`src/hw/blt_pkg.sv`:
```
// Purpose: Shared constants and types for the block-transfer sequencer
// Assumes: 16-bit frame-buffer words, 24-bit byte addresses
// Notes:   Opcode encodings match the instruction word fields
package blt_pkg;

  localparam int ADDR_W = 24;
  localparam int DATA_W = 16;

  // Operation field and i field encodings
  localparam logic [3:0] OP_AND      = 4'h a;
  localparam logic [3:0] OP_OR       = 4'h 6;
  localparam logic [3:0] OP_XOR      = 4'h e;
  localparam logic [3:0] OP_FAST_OR  = 4'h c;
  localparam logic [3:0] OP_COPY     = 4'h 4;
  localparam logic [1:0] I_AND       = 2'h 3;
  localparam logic [1:0] I_OTHER     = 2'h 1;

  // Instruction word field positions
  localparam int POS_DEC   = 15;
  localparam int POS_INV   = 14;
  localparam int POS_AND_X = 9;
  localparam int POS_OP    = 10;
  localparam int POS_I     = 8;

  // Step of one word in bytes
  localparam logic [23:0] WORD_STEP = 24'h00_0002;

  // Reset values
  localparam logic [15:0] WORD_ZERO = 16'h0000;
  localparam logic [23:0] ADDR_ZERO = 24'h00_0000;

  typedef enum logic [2:0] {
    CMD_BB,
    CMD_WORD_OR,
    CMD_EXT,
    CMD_NONE
  } cmd_kind_t;

  // Setup values taken from the general registers and stack top
  typedef struct packed {
    logic [23:0] src_base;
    logic [23:0] dst_base;
    logic [3:0]  shift;
    logic [15:0] height;
    logic [15:0] mask_first;
    logic [15:0] mask_last;
    logic [23:0] src_warp;
    logic [23:0] dst_warp;
    logic [15:0] width;
    logic [23:0] h_step;
  } setup_t;

  // Memory request word
  typedef struct packed {
    logic        write;
    logic [23:0] addr;
    logic [15:0] data;
    logic [1:0]  kind;
  } mem_req_t;

  localparam logic [1:0] KIND_SRC_RD = 2'h 0;
  localparam logic [1:0] KIND_DST_RD = 2'h 1;
  localparam logic [1:0] KIND_DST_WR = 2'h 2;

endpackage

```
`src/hw/req_buffer.sv`:
```
// Purpose: Two-entry skid buffer for memory requests
// Assumes: Single clock, asynchronous active-low reset
// Notes:   Full when two words held; ready reflects free space
`timescale 1ns/1ns
module req_buffer #(
  parameter int WIDTH = 42
) (
  input  wire logic             clock_i,
  input  wire logic             reset_n_i,
  input  wire logic             in_valid_i,
  output logic                  in_ready_o,
  input  wire logic [WIDTH-1:0] in_data_i,
  output logic                  out_valid_o,
  input  wire logic             out_ready_i,
  output logic      [WIDTH-1:0] out_data_o
);

  logic [WIDTH-1:0] slot_r [2];
  logic [1:0]       count_r;
  logic             rd_ptr_r;
  logic             wr_ptr_r;
  logic             push;
  logic             pop;

  assign in_ready_o  = (count_r != 2'h2);
  assign out_valid_o = (count_r != 2'h0);
  assign push        = in_valid_i && in_ready_o;
  assign pop         = out_valid_o && out_ready_i;
  assign out_data_o  = slot_r[rd_ptr_r];

  // Occupancy and pointers
  always_ff @(posedge clock_i or negedge reset_n_i) begin
    if (!reset_n_i) begin
      count_r  <= 2'h0;
      rd_ptr_r <= 1'b0;
      wr_ptr_r <= 1'b0;
    end else begin
      count_r  <= count_r + {1'b0, push} - {1'b0, pop};
      if (push) wr_ptr_r <= ~wr_ptr_r;
      if (pop)  rd_ptr_r <= ~rd_ptr_r;
    end
  end

  // Storage
  always_ff @(posedge clock_i or negedge reset_n_i) begin
    if (!reset_n_i) begin
      slot_r[0] <= '0;
      slot_r[1] <= '0;
    end else if (push) begin
      slot_r[wr_ptr_r] <= in_data_i;
    end
  end

endmodule

```
`src/hw/bit_aligned_block_transfer.sv`:
```
// Purpose: Sequencer for bit-aligned block transfers on a frame buffer
// Assumes: Setup values are stable from start until done
// Notes:   Requests go out through a two-entry buffer; read data returns
//          on rd_valid_i in request order
`timescale 1ns/1ns
module bit_aligned_block_transfer (
  input  wire logic                   clock_i,
  input  wire logic                   reset_n_i,
  input  wire logic                   start_i,
  input  wire logic [23:0]            instr_i,
  input  wire blt_pkg::setup_t        setup_i,
  input  wire logic                   low_flag_i,
  output logic                        busy_o,
  output logic                        done_o,
  output logic                        bad_opts_o,
  output logic [23:0]                 src_ptr_o,
  output logic [23:0]                 dst_ptr_o,
  output logic                        req_valid_o,
  input  wire logic                   req_ready_i,
  output blt_pkg::mem_req_t           req_o,
  input  wire logic                   rd_valid_i,
  input  wire logic [15:0]            rd_data_i
);

  typedef enum logic [2:0] {
    ST_IDLE,
    ST_LINE,
    ST_SRC_RD,
    ST_DST_RD,
    ST_WAIT,
    ST_WRITE,
    ST_DONE
  } state_t;

  state_t            state_r;
  blt_pkg::cmd_kind_t kind_r;
  logic [3:0]        op_r;
  logic              dec_r;
  logic              inv_r;
  logic              prime_r;
  logic [23:0]       src_r;
  logic [23:0]       dst_r;
  logic [23:0]       line_src_r;
  logic [23:0]       line_dst_r;
  logic [15:0]       width_left_r;
  logic [15:0]       lines_left_r;
  logic [15:0]       src_word_r;
  logic [15:0]       prev_word_r;
  logic [15:0]       dst_word_r;
  logic [1:0]        pend_r;
  logic              first_r;
  logic              got_src_r;
  logic              got_dst_r;
  logic [31:0]       wide_shift;
  logic [31:0]       word_wide;
  logic [15:0]       aligned;
  logic [15:0]       srcv;
  logic [15:0]       combined;
  logic [15:0]       mask;
  logic [15:0]       result;
  logic [23:0]       h_step;
  logic              last_word;
  logic              buf_ready;
  logic              push;
  blt_pkg::mem_req_t push_req;
  logic [3:0]        dec_op;
  logic [1:0]        dec_i;
  logic              dec_x;
  logic              dec_da;
  logic              dec_inv;
  logic              bb_ok;
  logic              opts_bad;
  logic              prime_now;

  // Instruction word decode
  assign dec_op  = instr_i[blt_pkg::POS_OP +: 4];
  assign dec_i   = instr_i[blt_pkg::POS_I +: 2];
  assign dec_x   = instr_i[blt_pkg::POS_AND_X];
  assign dec_da  = instr_i[blt_pkg::POS_DEC];
  assign dec_inv = instr_i[blt_pkg::POS_INV];
  always_comb begin
    bb_ok = 1'b0;
    case (dec_op)
      blt_pkg::OP_AND:     bb_ok = (dec_i == blt_pkg::I_AND) && dec_x;
      blt_pkg::OP_OR,
      blt_pkg::OP_XOR,
      blt_pkg::OP_FAST_OR,
      blt_pkg::OP_COPY:    bb_ok = (dec_i == blt_pkg::I_OTHER) && !dec_x;
      default:             bb_ok = 1'b0;
    endcase
  end
  // Fast OR refuses both options
  assign opts_bad = (dec_op == blt_pkg::OP_FAST_OR) &&
                    (dec_da || dec_inv);

  // Direction step: address option for internal, step sign for external
  always_comb begin
    if (kind_r == blt_pkg::CMD_EXT) begin
      h_step = setup_i.h_step;
    end else if (dec_r) begin
      h_step = 24'(-blt_pkg::WORD_STEP);
    end else begin
      h_step = blt_pkg::WORD_STEP;
    end
  end

  assign last_word = (width_left_r == 16'h0001);

  // Priming read: first source read of an external line
  assign prime_now = (state_r == ST_SRC_RD) && buf_ready &&
                     (kind_r == blt_pkg::CMD_EXT) && prime_r && first_r &&
                     !got_src_r && (pend_r == 2'h0);

  // Align source: bring in bits from previous word, bit 0 first pixel
  assign wide_shift = {src_word_r, prev_word_r} << setup_i.shift;
  // Word OR spans a double word: low half first, high half second
  assign word_wide  = {16'h0000, src_word_r} << setup_i.shift;
  assign aligned    = (kind_r == blt_pkg::CMD_WORD_OR) ?
                      (first_r ? word_wide[15:0] : word_wide[31:16]) :
                      wide_shift[31:16];
  assign srcv = inv_r ? ~aligned : aligned;

  // Logic function
  always_comb begin
    case (op_r)
      blt_pkg::OP_AND:     combined = srcv & dst_word_r;
      blt_pkg::OP_OR,
      blt_pkg::OP_FAST_OR: combined = srcv | dst_word_r;
      blt_pkg::OP_XOR:     combined = srcv ^ dst_word_r;
      blt_pkg::OP_COPY:    combined = srcv;
      default:             combined = dst_word_r;
    endcase
  end

  // Edge masks: first word and last word of each bit-aligned block transfer line only, destination relative
  always_comb begin
    mask = 16'h ffff;
    if (kind_r == blt_pkg::CMD_BB) begin
      if (first_r) mask = mask & setup_i.mask_first;
      if (last_word) mask = mask & setup_i.mask_last;
    end
  end
  assign result = (combined & mask) | (dst_word_r & ~mask);

  // Request buffer push
  always_comb begin
    push     = 1'b0;
    push_req = '0;
    case (state_r)
      ST_SRC_RD: begin
        push          = 1'b1;
        push_req.addr = src_r;
        push_req.kind = blt_pkg::KIND_SRC_RD;
      end
      ST_DST_RD: begin
        push          = 1'b1;
        push_req.addr = dst_r;
        push_req.kind = blt_pkg::KIND_DST_RD;
      end
      ST_WRITE: begin
        push           = 1'b1;
        push_req.write = 1'b1;
        push_req.addr  = dst_r;
        push_req.data  = (kind_r == blt_pkg::CMD_EXT) ? src_word_r : result;
        push_req.kind  = blt_pkg::KIND_DST_WR;
      end
      default: push = 1'b0;
    endcase
  end

  req_buffer #(
    .WIDTH ($bits(blt_pkg::mem_req_t))
  ) u_buf (
    .clock_i     (clock_i),
    .reset_n_i   (reset_n_i),
    .in_valid_i  (push),
    .in_ready_o  (buf_ready),
    .in_data_i   (push_req),
    .out_valid_o (req_valid_o),
    .out_ready_i (req_ready_i),
    .out_data_o  (req_o)
  );

  // Read data capture; each read returns in order
  always_ff @(posedge clock_i or negedge reset_n_i) begin
    if (!reset_n_i) begin
      src_word_r  <= blt_pkg::WORD_ZERO;
      prev_word_r <= blt_pkg::WORD_ZERO;
      dst_word_r  <= blt_pkg::WORD_ZERO;
      got_src_r   <= 1'b0;
      got_dst_r   <= 1'b0;
    end else begin
      if (state_r == ST_LINE) begin
        prev_word_r <= blt_pkg::WORD_ZERO;
        got_src_r   <= 1'b0;
        got_dst_r   <= 1'b0;
      end else if (state_r == ST_WRITE && buf_ready) begin
        got_src_r <= 1'b0;
        got_dst_r <= 1'b0;
        prev_word_r <= src_word_r;
      end
      if (rd_valid_i && pend_r != 2'h1) begin
        prev_word_r <= src_word_r;
        src_word_r  <= rd_data_i;
        got_src_r   <= 1'b1;
      end else if (rd_valid_i) begin
        dst_word_r <= rd_data_i;
        got_dst_r  <= 1'b1;
      end
    end
  end

  // Which read comes back next: 1 destination, else source; 2 after prime
  always_ff @(posedge clock_i or negedge reset_n_i) begin
    if (!reset_n_i) begin
      pend_r <= 2'h0;
    end else if (rd_valid_i) begin
      pend_r <= (pend_r == 2'h0) ? 2'h1 : 2'h0;
    end else if (prime_now) begin
      pend_r <= 2'h2;
    end else if (state_r == ST_LINE) begin
      pend_r <= 2'h0;
    end
  end

  // Sequencer: nested scan-line and word loops
  always_ff @(posedge clock_i or negedge reset_n_i) begin
    if (!reset_n_i) begin
      state_r      <= ST_IDLE;
      kind_r       <= blt_pkg::CMD_NONE;
      op_r         <= 4'h0;
      dec_r        <= 1'b0;
      inv_r        <= 1'b0;
      prime_r      <= 1'b0;
      first_r      <= 1'b0;
      src_r        <= blt_pkg::ADDR_ZERO;
      dst_r        <= blt_pkg::ADDR_ZERO;
      line_src_r   <= blt_pkg::ADDR_ZERO;
      line_dst_r   <= blt_pkg::ADDR_ZERO;
      width_left_r <= 16'h0000;
      lines_left_r <= 16'h0000;
      bad_opts_o   <= 1'b0;
    end else begin
      case (state_r)
        ST_IDLE: begin
          if (start_i) begin
            bad_opts_o <= 1'b0;
            op_r       <= dec_op;
            dec_r      <= dec_da;
            inv_r      <= dec_inv;
            src_r      <= setup_i.src_base;
            dst_r      <= setup_i.dst_base;
            line_src_r <= setup_i.src_base;
            line_dst_r <= setup_i.dst_base;
            lines_left_r <= setup_i.height;
            if (instr_i[7:0] == 8'h 0e && instr_i[15:8] == 8'h 21 &&
                instr_i[23:16] == 8'h 00) begin
              kind_r       <= blt_pkg::CMD_WORD_OR;
              op_r         <= blt_pkg::OP_OR;
              width_left_r <= 16'h0002;
              first_r      <= 1'b1;
              lines_left_r <= 16'h0001;
              state_r      <= ST_SRC_RD;
            end else if (instr_i[15:8] == 8'h 17 &&
                         instr_i[7:0] == 8'h 0e) begin
              kind_r       <= blt_pkg::CMD_EXT;
              inv_r        <= 1'b0;
              dec_r        <= 1'b0;
              prime_r      <= !low_flag_i;
              state_r      <= ST_LINE;
            end else if (bb_ok && !opts_bad) begin
              kind_r  <= blt_pkg::CMD_BB;
              state_r <= ST_LINE;
            end else begin
              bad_opts_o <= 1'b1;
              state_r    <= ST_DONE;
            end
          end
        end
        ST_LINE: begin
          // Line start: reload width, extra priming read where asked
          first_r <= 1'b1;
          src_r   <= line_src_r;
          dst_r   <= line_dst_r;
          width_left_r <= (kind_r == blt_pkg::CMD_EXT) ?
                          (setup_i.width >> 1) : setup_i.width;
          if (lines_left_r == 16'h0000) begin
            state_r <= ST_DONE;
          end else begin
            state_r <= ST_SRC_RD;
          end
        end
        ST_SRC_RD: begin
          if (buf_ready) begin
            // Word OR reads its one source word twice, then steps
            if (kind_r != blt_pkg::CMD_WORD_OR || !first_r) begin
              src_r <= src_r + h_step;
            end
            if (prime_now) begin
              state_r <= ST_SRC_RD;
              first_r <= 1'b0;
            end else begin
              state_r <= ST_DST_RD;
            end
          end
        end
        ST_DST_RD: begin
          if (buf_ready) state_r <= ST_WAIT;
        end
        ST_WAIT: begin
          if (got_src_r && got_dst_r) state_r <= ST_WRITE;
        end
        ST_WRITE: begin
          if (buf_ready) begin
            first_r      <= 1'b0;
            dst_r        <= dst_r + h_step;
            width_left_r <= width_left_r - 16'h0001;
            if (last_word) begin
              // Warp sign sets vertical direction; odd src_warp is fine, odd dst_warp gives odd write addresses
              line_src_r   <= src_r - h_step + setup_i.src_warp;
              line_dst_r   <= dst_r + setup_i.dst_warp;
              lines_left_r <= lines_left_r - 16'h0001;
              state_r      <= ST_LINE;
              if (kind_r == blt_pkg::CMD_WORD_OR) begin
                line_src_r <= src_r;
                line_dst_r <= dst_r;
              end
            end else begin
              state_r <= ST_SRC_RD;
            end
          end
        end
        ST_DONE: begin
          state_r <= ST_IDLE;
        end
        default: state_r <= ST_IDLE;
      endcase
    end
  end

  // Final pointers: last address plus warp; Word OR leaves both at base plus one word step
  assign src_ptr_o = line_src_r;
  assign dst_ptr_o = line_dst_r;
  assign busy_o    = (state_r != ST_IDLE);
  assign done_o    = (state_r == ST_DONE);

endmodule

```
`config.mk`:
```
export PLATFORM = sky130hd
export DESIGN_NAME = bit_aligned_block_transfer
export DESIGN_NICKNAME = d
export VERILOG_FILES = /design/src/hw/blt_pkg.sv /design/src/hw/req_buffer.sv /design/src/hw/bit_aligned_block_transfer.sv
export SDC_FILE = /design/constraint.sdc
export NUM_CORES = 1
export LEC_CHECK = 0
export BUFFER_PORTS_ARGS = -buffer_cell sky130_fd_sc_hd__buf_4
export CORE_MARGIN = 5
export CORE_UTILIZATION = 59
export DETAILED_ROUTE_END_ITERATION = 6
export PLACE_DENSITY_LB_ADDON = 0.08
export SLEW_MARGIN = 20
export SYNTH_ARGS = -nofsm -noshare
export SYNTH_HDL_FRONTEND = slang
export SYNTH_SLANG_ARGS = --single-unit
```
`constraint.sdc`:
```
create_clock -name clock_i -period 6.2 [get_ports clock_i]
set_input_delay 0.93 -clock clock_i [delete_from_list [all_inputs] [get_ports clock_i]]
set_output_delay 0.93 -clock clock_i [all_outputs]
set_load 0.01 [all_outputs]
```
==> results of run 1 <==
==> cell usage after synthesis (all sizes together), types with 7 or more instances <==
library cell / n / share of area
o221ai: 22 / 0.0086
mux2i: 45 / 0.020
nand3b: 9 / 0.0030
o21a: 13 / 0.0044
a21o: 64 / 0.021
o22ai: 43 / 0.012
a311oi: 7 / 0.0027
clkbuf: 145 / 0.024
and3: 17 / 0.0047
mux4: 28 / 0.028
or3: 20 / 0.0056
ha: 130 / 0.073
o21bai: 9 / 0.0030
mux2: 95 / 0.048
o21ai: 267 / 0.060
nor4: 12 / 0.0034
a222oi: 15 / 0.0067
inv: 90 / 0.015
o31ai: 23 / 0.0077
a221oi: 16 / 0.0063
nand3: 66 / 0.015
a22o: 14 / 0.0055
and2: 13 / 0.0036
a22oi: 36 / 0.012
nor2: 153 / 0.026
dfrtp: 279 / 0.31
xor2: 37 / 0.014
a21oi: 187 / 0.042
nand4: 11 / 0.0031
a31oi: 38 / 0.011
a211oi: 37 / 0.012
nand2: 366 / 0.061
nand2b: 24 / 0.0067
o211ai: 26 / 0.0087
xnor2: 49 / 0.019
a211o: 11 / 0.0043
fa: 26 / 0.023
nor3: 63 / 0.014
nor2b: 16 / 0.0045
buf: 30 / 0.0072
==> per-stage QoR <==
stage	utilization	std cells	total power, uW	cell area, um2
finish	0.701	3416	15900	26400
global route	0.701	3412	17000	26300
CTS	0.701	3412	15600	26300
detailed placement	0.671	3350	13500	25200
global placement	0.671	3350	13200	25200
floorplan	-	2646	10300	22400
==> routing by layer <==
layer	wire, um	part of all wire	global-route usage
met5	55	0.00066	0
met3	8090	0.097	0.0763
met4	4910	0.059	0.199
met1	32100	0.39	0.502
met2	37900	0.46	0.615
==> layout make-up <==
type / count / area share
timing repair buffer: 368 / 0.106
multi-input combinational: 2097 / 0.546
sequential: 281 / 0.267
tap: 511 / 0.0243
clock inverter: 15 / 0.00646
antenna: 4 / 0.000380
clock buffer: 47 / 0.0368
inverter: 93 / 0.0132
==> sequential cells by signal, summed over array words and instances, names as in the netlist, 2 cells and up <==
register,cells
src_ptr_o,24
u_buf.slot_r,84
kind_r,2
prev_word_r,15
dst_ptr_o,24
dst_word_r,16
state_r,3
lines_left_r,16
src_r,24
width_left_r,16
pend_r,2
op_r,4
u_buf.count_r,2
dst_r,24
src_word_r,16
==> power groups by stage <==
stage	combinational, uW	sequential (uW)	clock (uW)
after floorplan	7050	3260	0
after global placement	9580	3590	0
after detailed placement	9860	3630	0
after CTS	9940	3610	2080
after global routing	11100	3730	2150
final	10200	3650	2070
==> cell families (layout without fill, tap and decap cells) <==
group           after synthesis  in the layout
flops                       281            281
simple gates                791            791
buf+inv                     268            523
other cells                   0              4
fa+ha+maj                   156            156
mux                         168            168
compound gates              896            896
xor+xnor                     86             86
==> critical path, delay by kind of cell, from the launching register on <==
family	cells	cell delay [ns]
fa+ha+maj	2	0.68
compound gates	5	1.16
buf+inv	2	0.24
flops	1	0.63
simple gates	6	1.69
==> worst paths after layout <==
check	start	endpoint	slack (ns)	cells past startpoint
worst max register to register	kind_r[0]$_DFFE_PN1P_	src_ptr_o[23]$_DFFE_PN0P_	1.67	15
worst max-delay path	kind_r[0]$_DFFE_PN1P_	src_ptr_o[23]$_DFFE_PN0P_	1.67	15
max in group asynchronous	reset_n_i	src_r[6]$_DFFE_PN0P_	4.49	2
min in group clock_i	u_buf.slot_r[34]$_DFFE_PN0P_	u_buf.slot_r[34]$_DFFE_PN0P_	0.47	2
worst min register to register	u_buf.slot_r[34]$_DFFE_PN0P_	u_buf.slot_r[34]$_DFFE_PN0P_	0.47	2
worst min-delay path	reset_n_i	dst_word_r[12]$_DFFE_PN0P_	0.37	1
==> impl_results.md, run 1 <==
- Status: finished with violations
- Failing checks: design-rule violations
- Most common cell after layout, fill and taps aside: buf_4
- Prevailing post-synth register cell: dfrtp_1
- CP max-delay cell: dfstp_2
- Fmax: 221 MHz
- Hold Crit Class: in -> async
- Via density: 6.70
- Chip Width: 205 um
- Max cap viols: 0
- Synth warn: 0
- GR Overflow Total: 0
- Xor and xnor fraction of the mapped netlist area: 0.0336
- Final Hold Vio Count: 0
- I/O pin count: about 330
- Share of cells above drive strength 1: 0.197
- Area of the multi-input gates: 0.0144 mm2
- Final setup violation count: 0
- Total global-route track usage: 0.386
- VDD IR max: 0.000340 V
- Pins Over Slew Limit: 0
- Share of synthesized flip-flops with an asynchronous set or reset: 1.00
- Largest net degree at the start of global routing: 129
- FF+latch area: 0.00703 mm2
- TritonRoute pass-1 iters: 7
- Via count: roughly 23000
- Hold_ws: around 0.37 ns
- Wire per inst: 24.3 um
- CTS Buffer Depth: 3
- I/O Buffers: 328
- CP arrival: 5.01 ns
- Pwr per Cell Area: 602 mW/mm2
- Routed Antenna Nets: 0
- Cts bufs inserted: 34
- Internal power: 7900 uW
- Final GP Congestion: 1.01
- Largest family of logic cells by synthesized area: compound AO/OA/AOI/OAI gates
- Synth Net Count: 3036
- Mux contribution to synthesized area: 0.0960
- Tmin final: approximately 4.5 ns
- Sw Pwr: 7980 uW
- Clk sinks: 281
- Fill count: 3059
- Worst setup SP type: flip-flop
- CP Capture Type: flip-flop
- First-pass GRT wire length: 127000 um
- Most frequent cells in the layout: buf_4 (366), nand2_1 (364), dfrtp_1 (279)
- Drt first-iter violations: 2480
- CTS tree: done
- Post-synthesis compound-gate area fraction: 0.256
- Most used cell, CP: a31oi_1
- EDFF count, synth: 0
- Worst-path clk slew: 0.07 ns
- Slowest stage delay, CP: 0.63 ns
- WL final: a little over 80000 um
- Antenna violations before repair: 8
- Final net count: 3265
- Final worst-path cycle share: 0.731
- Synth Cell Area: about 0.022 mm2
- Slew @ Worst Pin: 1.11 ns
- Req. time, crit path: between 6 and 7 ns
- HPWL Detailed: 60500 um
- Clock Skews: 0.0247 ns
- H-tree depth: 2
- Die height: 205 um
- Final worst setup slack: ~1.7 ns
- Core Box Area: 0.0376 mm2
- RSZ-0062 raised after global routing: no
- Sequential Power Share: 0.230
- Sw frac: 0.503
- Seq/Total Area, Yosys: 0.314
- Post-synthesis adder-cell area fraction: 0.0958
- Combinational share of power: 0.639
- Max-slew headroom: 0.256
- Post-CTS sizing: 0
- # DRC: 2
- Post-CTS setup buffer count: 0
- Crit path kind: reg -> reg
- Setup TNS: 0 ns
- CTS Root Cell: clkbuf_16
- Avg Inst Size Synth: around 8.5 um2
- Pleak: 0.0122 uW
- Clk_lat worst skew: 0.57 ns
- Hold buffers post-CTS: 0
- Synth Register Bits: 281
- Max FO, Critical Path: 9
- Yosys cell types: between 70 and 80
- Post-Synthesis Cells: ~2600
- Vias in the first global route: 22400
- CP cell instances: nand2b_1 -> and2_1 -> a21o_1 -> inv_1 -> fa_1 -> ha_1 -> a211oi_1 -> nor4_1 -> nor2_1 -> nand4_1 -> a31oi_1 -> buf_4 -> a311oi_1 -> or4_1 -> a31oi_1
- Layout area overhead: 17.6%
- Synth Area in Simple Gates: 0.158
- Number of core rows: 71
- Clk pwr share: 0.130
- Initial Util: 0.596
- Place WS: 1.48 ns
- Die area: between 0.04 and 0.05 mm2
(Power assumes the default switching activity.)
==> run 2, diff against run 1 <==
--- a/config.mk
+++ b/config.mk
@@ -7,7 +7,7 @@
 export LEC_CHECK = 0
 export BUFFER_PORTS_ARGS = -buffer_cell sky130_fd_sc_hd__buf_4
 export CORE_MARGIN = 5
-export CORE_UTILIZATION = 59
+export CORE_UTILIZATION = 53
 export DETAILED_ROUTE_END_ITERATION = 6
 export PLACE_DENSITY_LB_ADDON = 0.08
 export SLEW_MARGIN = 20
==> constraint.sdc (replaced) <==
create_clock -name clock_i -period 4 [get_ports clock_i]
set_input_delay 0.6 -clock clock_i [delete_from_list [all_inputs] [get_ports clock_i]]
set_output_delay 0.6 -clock clock_i [all_outputs]
set_load 0.01 [all_outputs]
==> impl_results.md, run 2 (same netlist as run 1, synthesis figures left out) <==
- H-tree depth: 2
- M1 WL: 34900 um
- # DRC: 0
- Max cap viols: 0
- I/O pin count: 329
- FF+latch area: 0.00703 mm2
- DR WL met3: 7920 um
- Clk sinks: 281
- Vias in the first global route: 22800
- Largest net degree at the start of global routing: between 100 and 150
- Most common cell after layout, fill and taps aside: buf_4
- Total global-route track usage: 0.363
- I/O Buffers: 328
- TritonRoute pass-1 iters: 6
- WL final: around 87000 um
- Reg2Reg Setup Slack: 0.12 ns
- Routed Antenna Nets: 0
- R2R depth: 15
- Die height: 216 um
- Cell Area, Placed: 0.0259 mm2
- Via count: 23300
- Antenna violations before repair: 3
- Worst Path Buf+Inv: 2
- CP max-delay cell: dfstp_2
- Cts bufs inserted: 35
- Pwr per Cell Area: 936 mW/mm2
- CTS tree: done
- Final Hold Vio Count: 0
- Worst setup SP type: flip-flop
- Routed wl met2: 39700 um
- Hold buffers post-CTS: 0
- Max-slew headroom: 0.408
- Req. time, crit path: 4.46 ns
- Pleak: 0.0126 uW
- Number of core rows: 75
- Reg2reg end: src_ptr_o[23]$_DFFE_PN0P_
- CTS Buffer Depth: 3
- Worst r2r src: kind_r[0]$_DFFE_PN1P_
- Hold Crit Class: in -> async
- Setup TNS: 0 ns
- Final setup violation count: 0
- Initial Util: 0.535
- Area of the multi-input gates: 0.0145 mm2
- Final GP Congestion: 1.00
- Die area: 0.0465 mm2
- Layout area overhead: 21.1%
- Power Total: ~25000 uW
- Core Box Area: approximately 0.042 mm2
- First-pass GRT wire length: 134000 um
- CTS Root Cell: clkbuf_16
- CP Capture Type: flip-flop
- GR Overflow Total: 0
- Number of stages on the worst setup path: 15
- Finished Cell Area: ~0.027 mm2
- Most frequent cells in the layout: buf_4 (441), nand2_1 (364), dfrtp_1 (279)
- Fmax: approximately 260 MHz
- HPWL Detailed: 65900 um
- Top sig layer: met5
- VDD IR max: about 0.00066 V
- CP arrival: 4.34 ns
- Critical path's top delay family: simple AND/OR/NAND/NOR gates
- Max FO, Critical Path: 12
- Slew @ Worst Pin: 0.884 ns
- Setup crit end: src_ptr_o[23]$_DFFE_PN0P_
- Clock Skews: 0.0247 ns
- Share of cells above drive strength 1: 0.221
- Chip Width: 216 um
- Tmin final: 3.88 ns
- Via density: 6.61
- Drt first-iter violations: 2450
- Max reg flops: 84
- Hold_ws: 0.120 ns
- Final net count: 3350
- Worst-path clk slew: 0.06 ns
- Final worst-path cycle share: 0.971
- Clk_lat worst skew: 0.56 ns
- Slowest stage delay, CP: 0.55 ns
- Pins Over Slew Limit: 0
- Fill count: approximately 3600
- CP cell instances: nand2b_1 -> and2_4 -> buf_12 -> a21o_1 -> inv_1 -> fa_1 -> ha_1 -> o21ai_1 -> nor4_1 -> nor2_2 -> nand4_1 -> a31oi_4 -> a311oi_2 -> or4_1 -> a31oi_1
- Status: finished, final reports clean
- Largest Register: u_buf.slot_r
- Crit path kind: reg -> reg
- Wire per inst: 24.8 um
- Critical path origin: kind_r[0]$_DFFE_PN1P_
run 2: cell types whose count changed in the layout (fill, tap and decap cells not counted), sizes merged:
cell	delta
buf	+84
clkinv	-4
clkinvlp	-2
diode	+1
run 2: per-layer routing:
metal	GRT usage	vias up
met4	0.179	2
li1	-	10400
met5	0	-
met2	0.577	1309
met1	0.481	11300
met3	0.0656	247
run 2: stage by stage:
stage                     std cells   util  setup slack (ns)
final                          3523  0.648             0.117
after global routing           3518  0.648           -0.0200
after CTS                      3514  0.645            0.0609
after detailed placement       3458  0.620            0.0254
after global placement         3458  0.620            0.0747
after floorplan                2646      -            0.0147
run 2: repair_timing:
action | in CTS | in global routing
pin swaps | 0 | 6
buffers inserted | 0 | 3
setup endpoints to repair | 1 | 5
gates resized for setup | 1 | 16
hold endpoints to repair | 0 | 0
run 2: worst min path at each step:
stage | startpoint | end | slack (ns)
after CTS | reset_n_i | dst_word_r[13]$_DFFE_PN0P_ | 0.15
after global placement | prev_word_r[1]$_DFFE_PN0P_ | prev_word_r[1]$_DFFE_PN0P_ | 0.45
after floorplan | reset_n_i | bad_opts_o$_DFFE_PN0P_ | 0.30
after detailed placement | prev_word_r[1]$_DFFE_PN0P_ | prev_word_r[1]$_DFFE_PN0P_ | 0.46
final | reset_n_i | dst_word_r[13]$_DFFE_PN0P_ | 0.12
after global routing | reset_n_i | dst_word_r[13]$_DFFE_PN0P_ | 0.19
run 2: layout make-up:
cell class | count | area share
timing repair buffer | 452 | 0.130
tap | 539 | 0.0249
multi-input combinational | 2097 | 0.533
antenna | 5 | 0.000461
sequential | 281 | 0.259
inverter | 93 | 0.0129
clock inverter | 9 | 0.00457
clock buffer | 47 | 0.0347
run 2: where the power goes:
part           switching (uW)  total, uW  leakage (uW)  internal [uW]
logic                    9810      16700       0.00853           6900
registers                1550       5610       0.00354           4060
clock network            1310       3090      0.000516           1780
